File: src/inc/fbm_pkg.sv
package fbm_pkg;
  // clock and bus timing, all in ns unless named _CYC
  localparam int CLK_PERIOD_NS = 50;
  localparam int T_CE_NS = 100;
  localparam int T_WP_NS = 50;
  localparam int T_WH_NS = 50;
  localparam int RST_PULSE_NS = 500;
  localparam int RST_REC_NS = 50;
  localparam int T_READY_NE_NS = 500;
  // least times round up to whole cycles
  localparam int CE_CYC = (T_CE_NS + CLK_PERIOD_NS - 1) / CLK_PERIOD_NS;
  localparam int WP_CYC = (T_WP_NS + CLK_PERIOD_NS - 1) / CLK_PERIOD_NS;
  localparam int WH_CYC = (T_WH_NS + CLK_PERIOD_NS - 1) / CLK_PERIOD_NS;
  localparam int RP_CYC = (RST_PULSE_NS + CLK_PERIOD_NS - 1) / CLK_PERIOD_NS;
  localparam int RH_CYC = (RST_REC_NS + CLK_PERIOD_NS - 1) / CLK_PERIOD_NS;
  localparam int READY_NE_CYC = (T_READY_NE_NS + CLK_PERIOD_NS - 1) / CLK_PERIOD_NS;
  localparam int TMR_W = 8;
  // register offsets
  localparam logic [7:0] REG_CTRL = 8'h00;
  localparam logic [7:0] REG_ADDR = 8'h04;
  localparam logic [7:0] REG_WDATA = 8'h08;
  localparam logic [7:0] REG_RDATA = 8'h0C;
  localparam logic [7:0] REG_STAT = 8'h10;
  // field positions
  localparam int CTRL_GO_BIT = 0;
  localparam int CTRL_OP_LSB = 1;
  localparam int CTRL_HV_BIT = 4;
  localparam int STAT_BUSY_BIT = 0;
  localparam int STAT_RB_BIT = 1;
  localparam int STAT_DONE_BIT = 2;
  localparam int STAT_ABORT_BIT = 3;
  // flash geometry and command cycles
  localparam int ADDR_W = 22;
  localparam int SECT_LSB = 16;
  localparam int SECT_W = 6;
  localparam logic [21:0] PROT_SEL_ADDR = 22'h000002;
  localparam logic [21:0] UNLOCK1_ADDR = 22'h000555;
  localparam logic [21:0] UNLOCK2_ADDR = 22'h0002AA;
  localparam logic [7:0] UNLOCK1_DATA = 8'hAA;
  localparam logic [7:0] UNLOCK2_DATA = 8'h55;
  localparam logic [7:0] AUTOSEL_DATA = 8'h90;
  localparam logic [7:0] EXIT_DATA = 8'hF0;
  localparam logic [1:0] AUTOSEL_LAST = 2'h2;

  typedef enum logic [2:0] {
    OP_READ = 3'h0,
    OP_WRITE = 3'h1,
    OP_RESET = 3'h2,
    OP_AUTOSEL = 3'h3,
    OP_PROTQ = 3'h4,
    OP_EXIT = 3'h5
  } fbm_op_e;

  typedef struct packed {
    logic [21:0] addr;
    logic chip_select_n;
    logic output_enable_n;
    logic write_strobe_n;
    logic reset_n;
    logic [7:0] data_out;
    logic data_oe;
    logic id_hv_en;
  } fbm_pins_s;

  typedef struct packed {
    logic go;
    fbm_op_e op;
    logic [21:0] addr;
    logic [7:0] wdata;
    logic hv;
  } fbm_cmd_s;

  typedef struct packed {
    logic busy;
    logic [7:0] rdata;
    logic done;
    logic aborted;
  } fbm_stat_s;
endpackage : fbm_pkg

File: src/logic/fbm_wait_timer.sv
`timescale 1ns/100ps
module fbm_wait_timer #(
  parameter int W = 8
) (
  input wire logic pclk,
  input wire logic presetn,
  input wire logic load,
  input wire logic [W-1:0] load_val,
  output logic expired
);
  typedef struct packed {
    logic [W-1:0] cnt;
  } fbm_tmr_s;

  fbm_tmr_s r, n;

  // load_val cycles after a load, expired goes high and stays high
  always_comb
  begin
    n = r;
    if (load)
      n.cnt = load_val - W'(1);
    else if (r.cnt != '0)
      n.cnt = r.cnt - W'(1);
  end

  always_ff @(posedge pclk or negedge presetn)
  begin
    if (!presetn)
      r <= '0;
    else
      r <= n;
  end

  assign expired = (r.cnt == '0);
endmodule : fbm_wait_timer

File: src/logic/fbm_apb_regs.sv
`timescale 1ns/100ps
module fbm_apb_regs (
  input wire logic pclk,
  input wire logic presetn,
  input wire logic psel,
  input wire logic penable,
  input wire logic pwrite,
  input wire logic [7:0] paddr,
  input wire logic [31:0] pwdata,
  output logic [31:0] prdata,
  output logic pready,
  output logic pslverr,
  input wire logic ready_busy_n,
  input fbm_pkg::fbm_stat_s stat,
  output fbm_pkg::fbm_cmd_s cmd
);
  typedef struct packed {
    logic [31:0] prdata;
    logic pready;
    logic pslverr;
    fbm_pkg::fbm_cmd_s cmd;
    logic [7:0] rdata;
    logic done_st;
    logic abort_st;
    logic rb_q;
  } fbm_regs_s;

  fbm_regs_s r, n;
  logic setup;
  logic wr_acc;
  logic mapped;

  always_comb
  begin
    setup = psel && !penable;
    wr_acc = psel && penable && r.pready && pwrite;
    mapped = (paddr == fbm_pkg::REG_CTRL) || (paddr == fbm_pkg::REG_ADDR) ||
             (paddr == fbm_pkg::REG_WDATA) || (paddr == fbm_pkg::REG_RDATA) ||
             (paddr == fbm_pkg::REG_STAT);
    n = r;
    n.cmd.go = 1'b0;
    n.rb_q = ready_busy_n;
    // answer in the first access cycle, read data taken at setup
    n.pready = setup;
    if (setup)
    begin
      n.pslverr = !mapped;
      n.prdata = '0;
      case (paddr)
        fbm_pkg::REG_CTRL:
        begin
          n.prdata[fbm_pkg::CTRL_OP_LSB +: 3] = r.cmd.op;
          n.prdata[fbm_pkg::CTRL_HV_BIT] = r.cmd.hv;
        end
        fbm_pkg::REG_ADDR: n.prdata[21:0] = r.cmd.addr;
        fbm_pkg::REG_WDATA: n.prdata[7:0] = r.cmd.wdata;
        fbm_pkg::REG_RDATA: n.prdata[7:0] = r.rdata;
        fbm_pkg::REG_STAT:
        begin
          n.prdata[fbm_pkg::STAT_BUSY_BIT] = stat.busy;
          n.prdata[fbm_pkg::STAT_RB_BIT] = r.rb_q;
          n.prdata[fbm_pkg::STAT_DONE_BIT] = r.done_st;
          n.prdata[fbm_pkg::STAT_ABORT_BIT] = r.abort_st;
        end
        default: n.prdata = '0;
      endcase
    end
    // a write lands only at the edge that sees pready
    if (wr_acc)
    begin
      case (paddr)
        fbm_pkg::REG_CTRL:
        begin
          n.cmd.op = fbm_pkg::fbm_op_e'(pwdata[fbm_pkg::CTRL_OP_LSB +: 3]);
          n.cmd.hv = pwdata[fbm_pkg::CTRL_HV_BIT];
          // start ignored while a sequence runs
          n.cmd.go = pwdata[fbm_pkg::CTRL_GO_BIT] && !stat.busy;
        end
        fbm_pkg::REG_ADDR: n.cmd.addr = pwdata[21:0];
        fbm_pkg::REG_WDATA: n.cmd.wdata = pwdata[7:0];
        fbm_pkg::REG_STAT:
        begin
          if (pwdata[fbm_pkg::STAT_DONE_BIT])
            n.done_st = 1'b0;
          if (pwdata[fbm_pkg::STAT_ABORT_BIT])
            n.abort_st = 1'b0;
        end
        default: n.prdata = r.prdata;
      endcase
    end
    // sticky flags: a set in the clearing cycle wins
    if (stat.done)
    begin
      n.done_st = 1'b1;
      n.rdata = stat.rdata;
    end
    if (stat.aborted)
      n.abort_st = 1'b1;
  end

  always_ff @(posedge pclk or negedge presetn)
  begin
    if (!presetn)
    begin
      r <= '0;
      r.rb_q <= 1'b1;
    end
    else
      r <= n;
  end

  assign prdata = r.prdata;
  assign pready = r.pready;
  assign pslverr = r.pslverr;
  assign cmd = r.cmd;
endmodule : fbm_apb_regs

File: src/logic/fbm_ctrl.sv
// Decided for this implementation: the APB slave port and the register offsets.
`timescale 1ns/100ps
////////////////////////////////////////////////////////////////////////////////
module fbm_ctrl (
  input wire logic pclk,
  input wire logic presetn,
  input wire logic psel,
  input wire logic penable,
  input wire logic pwrite,
  input wire logic [7:0] paddr,
  input wire logic [31:0] pwdata,
  output logic [31:0] prdata,
  output logic pready,
  output logic pslverr,
  input wire logic [7:0] data_in,
  input wire logic ready_busy_n,
  output fbm_pkg::fbm_pins_s flash_o
);
  typedef enum logic [7:0] {
    S_IDLE = 8'h01,
    S_RD = 8'h02,
    S_WR_SET = 8'h04,
    S_WR_LO = 8'h08,
    S_WR_HI = 8'h10,
    S_RST_LO = 8'h20,
    S_RST_WAIT = 8'h40,
    S_RST_REC = 8'h80
  } fbm_state_e;

  typedef struct packed {
    fbm_state_e state;
    fbm_pkg::fbm_op_e op;
    logic [1:0] step;
    logic [1:0] last;
    logic abort_pend;
    fbm_pkg::fbm_pins_s pins;
    fbm_pkg::fbm_stat_s stat;
  } fbm_ctrl_s;

  fbm_ctrl_s r, n;
  fbm_pkg::fbm_cmd_s cmd;
  logic tmr_load;
  logic [fbm_pkg::TMR_W-1:0] tmr_val;
  logic tmr_done;

  ////////////////////////////////////////////////////////////////////////////////
  // register file and wait timer
  fbm_apb_regs u_regs (
    .pclk(pclk),
    .presetn(presetn),
    .psel(psel),
    .penable(penable),
    .pwrite(pwrite),
    .paddr(paddr),
    .pwdata(pwdata),
    .prdata(prdata),
    .pready(pready),
    .pslverr(pslverr),
    .ready_busy_n(ready_busy_n),
    .stat(r.stat),
    .cmd(cmd)
  );

  fbm_wait_timer #(
    .W(fbm_pkg::TMR_W)
  ) u_tmr (
    .pclk(pclk),
    .presetn(presetn),
    .load(tmr_load),
    .load_val(tmr_val),
    .expired(tmr_done)
  );

  ////////////////////////////////////////////////////////////////////////////////
  // address and data of each command write cycle
  function automatic logic [29:0] fbm_cyc(input fbm_pkg::fbm_op_e op,
                                          input logic [1:0] step,
                                          input logic [21:0] addr,
                                          input logic [7:0] wdata);
    logic [29:0] v;
    v = {addr, wdata};
    if (op == fbm_pkg::OP_AUTOSEL)
    begin
      case (step)
        2'h0: v = {fbm_pkg::UNLOCK1_ADDR, fbm_pkg::UNLOCK1_DATA};
        2'h1: v = {fbm_pkg::UNLOCK2_ADDR, fbm_pkg::UNLOCK2_DATA};
        default: v = {fbm_pkg::UNLOCK1_ADDR, fbm_pkg::AUTOSEL_DATA};
      endcase
    end
    // reset command back to array read
    else if (op == fbm_pkg::OP_EXIT)
      v = {addr, fbm_pkg::EXIT_DATA};
    return v;
  endfunction : fbm_cyc

  ////////////////////////////////////////////////////////////////////////////////
  // bus sequencer
  always_comb
  begin
    n = r;
    tmr_load = 1'b0;
    tmr_val = '0;
    n.stat.done = 1'b0;
    n.stat.aborted = 1'b0;
    // high voltage on A9 follows the control bit
    n.pins.id_hv_en = cmd.hv;
    case (r.state)
      S_IDLE:
      begin
        // deselected and not driving between cycles
        n.pins.chip_select_n = 1'b1;
        n.pins.output_enable_n = 1'b1;
        n.pins.write_strobe_n = 1'b1;
        n.pins.data_oe = 1'b0;
        if (cmd.go)
        begin
          n.stat.busy = 1'b1;
          n.op = cmd.op;
          n.step = 2'h0;
          case (cmd.op)
            fbm_pkg::OP_READ, fbm_pkg::OP_PROTQ:
            begin
              n.pins.addr = cmd.addr;
              // sector on top bits, A1 high selects protection
              if (cmd.op == fbm_pkg::OP_PROTQ)
                n.pins.addr = {cmd.addr[fbm_pkg::SECT_LSB +: fbm_pkg::SECT_W],
                               fbm_pkg::PROT_SEL_ADDR[fbm_pkg::SECT_LSB-1:0]};
              n.pins.chip_select_n = 1'b0;
              n.pins.output_enable_n = 1'b0;
              // leaving standby, full select access time
              tmr_load = 1'b1;
              tmr_val = fbm_pkg::TMR_W'(fbm_pkg::CE_CYC);
              n.state = S_RD;
            end
            fbm_pkg::OP_RESET:
            begin
              // remember an embedded operation was cut off
              n.abort_pend = !ready_busy_n;
              n.pins.reset_n = 1'b0;
              tmr_load = 1'b1;
              tmr_val = fbm_pkg::TMR_W'(fbm_pkg::RP_CYC);
              n.state = S_RST_LO;
            end
            fbm_pkg::OP_WRITE, fbm_pkg::OP_AUTOSEL, fbm_pkg::OP_EXIT:
            begin
              n.last = (cmd.op == fbm_pkg::OP_AUTOSEL) ? fbm_pkg::AUTOSEL_LAST : 2'h0;
              {n.pins.addr, n.pins.data_out} = fbm_cyc(cmd.op, 2'h0, cmd.addr, cmd.wdata);
              n.pins.chip_select_n = 1'b0;
              n.pins.data_oe = 1'b1;
              n.state = S_WR_SET;
            end
            default:
            begin
              n.stat.busy = 1'b0;
              n.stat.done = 1'b1;
            end
          endcase
        end
      end
      S_RD:
      begin
        // address held steady, so sleep never corrupts the sample
        if (tmr_done)
        begin
          n.stat.rdata = data_in;
          n.pins.chip_select_n = 1'b1;
          n.pins.output_enable_n = 1'b1;
          n.stat.busy = 1'b0;
          n.stat.done = 1'b1;
          n.state = S_IDLE;
        end
      end
      S_WR_SET:
      begin
        // strobe low with OE held high
        n.pins.write_strobe_n = 1'b0;
        tmr_load = 1'b1;
        tmr_val = fbm_pkg::TMR_W'(fbm_pkg::WP_CYC);
        n.state = S_WR_LO;
      end
      S_WR_LO:
      begin
        if (tmr_done)
        begin
          n.pins.write_strobe_n = 1'b1;
          tmr_load = 1'b1;
          tmr_val = fbm_pkg::TMR_W'(fbm_pkg::WH_CYC);
          n.state = S_WR_HI;
        end
      end
      S_WR_HI:
      begin
        if (tmr_done)
        begin
          if (r.step == r.last)
          begin
            // deselect is safe even if an embedded op starts
            n.pins.chip_select_n = 1'b1;
            n.pins.data_oe = 1'b0;
            n.stat.busy = 1'b0;
            n.stat.done = 1'b1;
            n.state = S_IDLE;
          end
          else
          begin
            n.step = r.step + 2'h1;
            {n.pins.addr, n.pins.data_out} = fbm_cyc(r.op, n.step, r.pins.addr,
                                                     r.pins.data_out);
            n.state = S_WR_SET;
          end
        end
      end
      S_RST_LO:
      begin
        // held low for the full pulse time
        if (tmr_done)
        begin
          n.pins.reset_n = 1'b1;
          // idle case bounded by the shorter ready time
          tmr_load = 1'b1;
          tmr_val = fbm_pkg::TMR_W'(fbm_pkg::READY_NE_CYC);
          n.state = S_RST_WAIT;
        end
      end
      S_RST_WAIT:
      begin
        // poll busy pin until internal reset ends
        if (tmr_done && ready_busy_n)
        begin
          tmr_load = 1'b1;
          tmr_val = fbm_pkg::TMR_W'(fbm_pkg::RH_CYC);
          n.state = S_RST_REC;
        end
      end
      S_RST_REC:
      begin
        // recovery time before the next read
        if (tmr_done)
        begin
          n.stat.busy = 1'b0;
          n.stat.done = 1'b1;
          n.stat.aborted = r.abort_pend;
          n.abort_pend = 1'b0;
          n.state = S_IDLE;
        end
      end
      default:
      begin
        n.state = S_IDLE;
        n.stat.busy = 1'b0;
      end
    endcase
  end

  // reset leaves the flash deselected and out of reset
  always_ff @(posedge pclk or negedge presetn)
  begin
    if (!presetn)
    begin
      r <= '0;
      r.state <= S_IDLE;
      r.op <= fbm_pkg::OP_READ;
      r.pins.chip_select_n <= 1'b1;
      r.pins.output_enable_n <= 1'b1;
      r.pins.write_strobe_n <= 1'b1;
      r.pins.reset_n <= 1'b1;
    end
    else
      r <= n;
  end

  assign flash_o = r.pins;
endmodule : fbm_ctrl

File: config.mk
export PLATFORM = sky130hd
export DESIGN_NAME = fbm_ctrl
export DESIGN_NICKNAME = d
export VERILOG_FILES = /design/src/inc/fbm_pkg.sv /design/src/logic/fbm_wait_timer.sv /design/src/logic/fbm_apb_regs.sv /design/src/logic/fbm_ctrl.sv
export SDC_FILE = /design/constraint.sdc
export NUM_CORES = 1
export LEC_CHECK = 0
export BUFFER_PORTS_ARGS = -buffer_cell sky130_fd_sc_hd__buf_2
export CAP_MARGIN = 25
export CORE_MARGIN = 2
export CORE_UTILIZATION = 44
export CTS_BUF_LIST = sky130_fd_sc_hd__clkbuf_8
export DETAILED_ROUTE_END_ITERATION = 16
export MAX_ROUTING_LAYER = met4
export PLACE_DENSITY = 0.71
export SYNTH_ARGS = -nofsm -noshare
export SYNTH_HDL_FRONTEND = slang
export SYNTH_SLANG_ARGS = --single-unit
File: constraint.sdc
create_clock -name pclk -period 3.25 [get_ports pclk]
set_input_delay 0.325 -clock pclk [delete_from_list [all_inputs] [get_ports pclk]]
set_output_delay 0.325 -clock pclk [all_outputs]
set_load 0.05 [all_outputs]
Word level (Yosys, flattened, before mapping)
Index checks and enable logic that the tools add are counted.
{ "word_totals": {"register_bits": 151, "in_bits": 54, "output_inout_bits": 70, "elab_cells": 217} }
{ "classes": {"n_addsub": 3, "n_eq_ne": 38, "mux": 86, "n_bitwise": 1, "n_reduce_logical": 59} }
{ "ops": {"columns": ["operator", "count"], "rows": [
  ["$mux 32", 3],
  ["$mux 8", 11],
  ["$mux 30", 2],
  ["$pmux 8 s7", 1],
  ["$pmux 23 s2", 1],
  ["$mux 22", 2],
  ["$pmux 22 s2", 1],
  ["$mux 40", 1],
  ["$pmux 19 s2", 1],
  ["$mux 35", 1],
  ["$mux 1", 26],
  ["$eq 8x4->1 const B", 3],
  ["$pmux 8 s3", 1],
  ["$mux 23", 1],
  ["$reduce_bool 2->1", 11],
  ["$mux 10", 2],
  ["$ne 2x2->1 const B", 10],
  ["$pmux 4 s5", 1],
  ["$mux 9", 2],
  ["$pmux 9 s2", 1],
  ["$reduce_and 6->1", 3],
  ["$eq 8x3->1 const B", 2],
  ["$eq 8x5->1 const B", 2],
  ["$logic_not 8->1", 2],
  ["46 further kinds", 96]
]} }

Longest topological paths before layout
{ "logic_depth": {"depth_word": 7, "depth_mapped": 12, "mapped_depth_nobuf": 10} }

Modules after synthesis
A second synthesis with hierarchy kept.
{ "unflattened": {"hier_cells": 685, "hier_area_um2": 7353.3} }
{ "modules_own_cells": {"columns": ["mod", "n_inst", "cells_per_inst", "area_per_inst_um2", "seq_area_each_um2"], "rows": [
  ["fbm_ctrl", 1, 360, 3432.0, 1557.7],
  ["fbm_apb_regs", 1, 271, 3394.5, 1752.9],
  ["fbm_wait_timer", 1, 54, 526.8, 200.2]
]} }

Worst setup path after synthesis
No wires, ideal clock.
{ "synth_path": {"kind": "register to register", "startpoint": "register r[58] (netlist name)", "endpoint": "register u_tmr.r[4] (netlist name)", "setup_ps": 140, "arrival_ps": 2492, "required_time_ps": 3110, "slack_ps": 618, "path_stages_with_launch": 10, "n_path_buf": 1, "period_less_slack_ps": 2632, "path_cell_list": "dfrtp_1 -> clkbuf_1 -> nor4_4 -> nand3_1 -> or4b_2 -> inv_1 -> nor2_1 -> ha_1 -> o21ai_0 -> o21ai_0"} }
{ "synth_via": {"elab_chain_cells": 4, "word_cells_on_any_way": 11, "cone_classes": "add/sub: 1; eq/ne: 5; mux: 3; reduce/logical: 2"} }
{ "synth_lines": {"columns": ["element", "line", "source"], "rows": [
  ["start, declared", "fbm_ctrl.sv:40", "fbm_ctrl_s r, n;"],
  ["start signal, assigned", "fbm_ctrl.sv:269", "r <= n;"],
  ["$eq 8x7->1 (tied with other cells)", "fbm_ctrl.sv:107", "case (r.state)"],
  ["$pmux 4 s5 or $reduce_or 2->1 (tied branches)", null, null],
  ["$sub 4x1->5 or $pmux 1 s4 (tied branches)", "fbm_wait_timer.sv:22, fbm_ctrl.sv:107", null],
  ["$mux 8 or $reduce_bool 2->1 (tied branches)", null, null],
  ["end signal, assigned", "fbm_wait_timer.sv:32", "r <= n;"],
  ["end, declared", "fbm_wait_timer.sv:15", "fbm_tmr_s r, n;"]
]} }
Several ways; a longest one is shown, not always the timed one.
A chain may end at the register's enable or synchronous reset.

Worst setup path after layout
{ "layout_path": {"startpoint": "register u_tmr.r[3] (netlist name)", "endpoint": "register u_tmr.r[7] (netlist name)"} }
{ "layout_via": {"elab_chain_cells": 6, "word_cells_on_any_way": 15, "cone_classes": "add/sub: 2; mux: 9; reduce/logical: 4"} }
{ "layout_lines": {"columns": ["element", "line", "source"], "rows": [
  ["$logic_not 8->1", "fbm_wait_timer.sv:35", "assign expired = (r.cnt == '0);"],
  ["$logic_and 1x1->1", "fbm_ctrl.sv:228", "if (tmr_done && ready_busy_n)"],
  ["$mux 1", "fbm_ctrl.sv:228", null],
  ["$pmux 4 s5", "fbm_ctrl.sv:107", null],
  ["$sub 4x1->5", "fbm_wait_timer.sv:22", "n.cnt = load_val - W'(1);"],
  ["$mux 8", "fbm_wait_timer.sv:21", "if (load)"]
]} }
Several ways; a longest one is shown, not always the timed one. The select of a mux whose other input is x is not followed.

==> flow_metrics.env <==
export IMPL_outcome="finished clean"
export IMPL_irDropWorstVdd_v=0.000342
export IMPL_pin_count=124
export IMPL_grtUsageTotal_pct=20.5
export IMPL_clkPwrFrac_pct=39.5
export IMPL_cp_arrival_ns=3.11
export IMPL_grt_ovfl_total=0
export IMPL_final_cell_mix="dfrtp_1, buf_2, mux2_2"
export IMPL_start_util_pct=44.7
export IMPL_synthToLayoutAreaGrowth_pct=11.2
export IMPL_finalPower_uw=3880
export IMPL_drt_iter0_markers=314
export IMPL_slew_viol_final=0
export IMPL_fill_cells=1433
export IMPL_drt_total_wl_um=16000
export IMPL_synth_area_um2=7060
export IMPL_core_um2=15800
export IMPL_pwr_share_comb_pct=12.8
export IMPL_regArea_um2=3510
export IMPL_yosys_warnings=0
export IMPL_avgSynthCellArea_um2=11.1
export IMPL_placed_area_um2=7390
export IMPL_drc=0
export IMPL_synthFlopType="dfrtp_1"
export IMPL_synthCells=637
export IMPL_setup_violations_final=0
export IMPL_synth_seq_cells=140
export IMPL_final_min_clock_period_ns=2.80
export IMPL_die_x_um=131
export IMPL_clock_path_buffers=2
export IMPL_worstSetupPathType="flop to flop"
export IMPL_fin_area_um2=7840
export IMPL_fp_row_count=46
export IMPL_timing_fmax_mhz=357
export IMPL_reg2reg_depth=8
export IMPL_cap_violations=0
export IMPL_cts_tree="done"
export IMPL_p_int_uw=2870
export IMPL_wl_per_cell_um=17.5
export IMPL_hold_path_class="input port to flop"
export IMPL_num_vias=4951
export IMPL_ys_seq_area_share_pct=49.8
export IMPL_drt_pass1_iterations=5
export IMPL_finalSetupTns_ns=0
export IMPL_fp_dieH_um=131
export IMPL_power_density_nw_per_um2=495
export IMPL_start_kind="flop"
export IMPL_skew_ns=0.00830
export IMPL_cp_end_kind="flop"
export IMPL_ctsRootBufferMaster="clkbuf_8"
export IMPL_worst_pin_slew_ns=0.869
export IMPL_gp_congestion=0.885
export IMPL_hold_viol_final=0
export IMPL_rsz0062_at_grt="no"
export IMPL_cts_buffers=17
export IMPL_whs_endpoint="u_regs.cmd[17]"
export IMPL_slew_headroom_pct=41.6
export IMPL_netlist_cell_type_count=66
export IMPL_p_seq_share_pct=47.7
export IMPL_period_share_pct=86.1
export IMPL_clock_sinks=140
export IMPL_clock_latency_ns=0.46
export IMPL_sw_frac_of_total_pct=26.1
export IMPL_port_buffers=103
export IMPL_r2r_slack_ns=0.45
export IMPL_die_area_um2=17100
export IMPL_multi_input_area_um2=2860
export IMPL_r2r_start="u_tmr.r[3]"
export IMPL_ctsHtreeMaxLevel=4
export IMPL_hpwlAfterDp_um=11700
export IMPL_layout_commonest_cell="dfrtp_1"
export IMPL_grt_max_degree=95
export IMPL_holdPathStages=2
export IMPL_power_leakage_uw=0.00397
export IMPL_synth_edf_count=0
export IMPL_p_switching_uw=1010
export IMPL_viasPerCell=5.39
export IMPL_ys_async_sr_fraction_pct=100
export IMPL_antenna_found_initial=0
export IMPL_hp_start="pwdata[8]"
export IMPL_r2r_end="u_tmr.r[7]"
export IMPL_antennaDiodeCount=0
export IMPL_path_max_fanout=9
export IMPL_ant_nets=0
export IMPL_clkTransAtPathRegs_ns=0.08
export IMPL_grt_pass1_wl_um=25900
export IMPL_nets=748
export IMPL_crit_required_ns=3.56
export IMPL_cts_repair_resized=0
export IMPL_first_global_vias=4987
export IMPL_worst_hold_slack_ns=0.0963
export IMPL_layout_drive_gt1_share_pct=33.9
[metal layers]
metal | routed length (µm) | global-route usage (%) | vias up
li1 | - | - | 2287
met1 | 7040 | 25.9 | 2469
met4 | 388 | 8.45 | 0
met2 | 7620 | 32.4 | 165
met3 | 968 | 4.28 | 30
met5 | 0 | - | -
[worst max-delay path by stage]
stage	from	to	slack (ns)	cells after the start
CTS	u_tmr.r[3]	u_tmr.r[7]	0.45	8
detailed placement	u_tmr.r[3]	u_tmr.r[7]	0.46	8
floorplan	r[58]	u_tmr.r[4]	0.62	9
global placement	u_tmr.r[3]	r[10]	0.58	5
finish	u_tmr.r[3]	u_tmr.r[7]	0.45	8
global route	u_tmr.r[3]	u_tmr.r[7]	0.30	8
[repair_timing]
| action | 4_1_cts | 5_1_grt |
|---|---|---|
| setup endpoints to repair | 0 | 0 |
| setup buffers | 0 | 0 |
| hold endpoints to repair | 77 | 0 |
| hold buffers | 2 | 0 |
[through the flow]
stage / util [%] / instances / worst slack, ns
floorplan: - / 646 / 0.618
global placement: 46.9 / 884 / 0.575
detailed placement: 46.9 / 884 / 0.457
CTS: 49.7 / 918 / 0.446
global route: 49.7 / 918 / 0.299
finish: 49.7 / 918 / 0.451
[logic make-up after synthesis]
group,share of synthesized area [%]
AOI/OAI and AO/OA,11.4
and+or+nand+nor,10.7
buffers and inverters,10.3
other,0.0531
muxes,15.6
xor gates and xnor gates,1.24
DFF,49.8
adders and majority gates,0.887
[sequential cells by signal, summed over array words and instances, names as in the netlist]
register and cells:
u_tmr.r 8, u_regs.prdata 22, flash_o 36, u_regs.pslverr 1, u_regs.cmd 35, r 26
u_regs.pready 1, u_regs.r 11
[power groups by stage]
stage          sequential (µW)  clock, µW  combinational (µW)
3_5_place_dp              1880          0                 498
3_3_place_gp              1880          0                 488
6_report                  1850       1530                 497
5_1_grt                   1860       1650                 550
2_1_floorplan             1880          0                 353
4_1_cts                   1850       1560                 502
[final cells by class]
| class | count | area share [%] |
|---|---|---|
| tap | 216 | 3.45 |
| sequential | 140 | 44.8 |
| timing repair buffer | 121 | 8.60 |
| clock buffer | 19 | 3.33 |
| multi-input combinational | 383 | 36.4 |
| clock inverter | 13 | 2.20 |
| inverter | 26 | 1.24 |
[synthesized netlist by cell type, types with 6 or more instances]
| cell | number | share of area (%) |
|---|---|---|
| dfrtp_1 | 134 | 48 |
| buf_4 | 68 | 7.2 |
| mux2_2 | 66 | 11 |
| nand2_1 | 39 | 2.1 |
| o21ai_0 | 31 | 2.2 |
| nor2_1 | 27 | 1.4 |
| inv_1 | 26 | 1.4 |
| a21oi_1 | 25 | 1.8 |
| mux2i_1 | 25 | 3.5 |
| clkbuf_1 | 22 | 1.2 |
| a22o_1 | 19 | 2.4 |
| nand3_1 | 14 | 0.99 |
| o31ai_1 | 11 | 1.2 |
| dfstp_2 | 6 | 2.2 |
| nand2b_1 | 6 | 0.53 |
| nor3_1 | 6 | 0.43 |
| xnor2_1 | 6 | 0.74 |
[critical path, stage by stage, from the launching register on]
cell and delay [ns]:
dfrtp_1 0.43, or4_4 0.56, or3_1 0.54, nor2_1 0.26
a41oi_1 0.08, ha_1 0.26, ha_1 0.19, o21ai_0 0.17
o21ai_0 0.16
No activity file was read; power rests on OpenSTA's default activity.
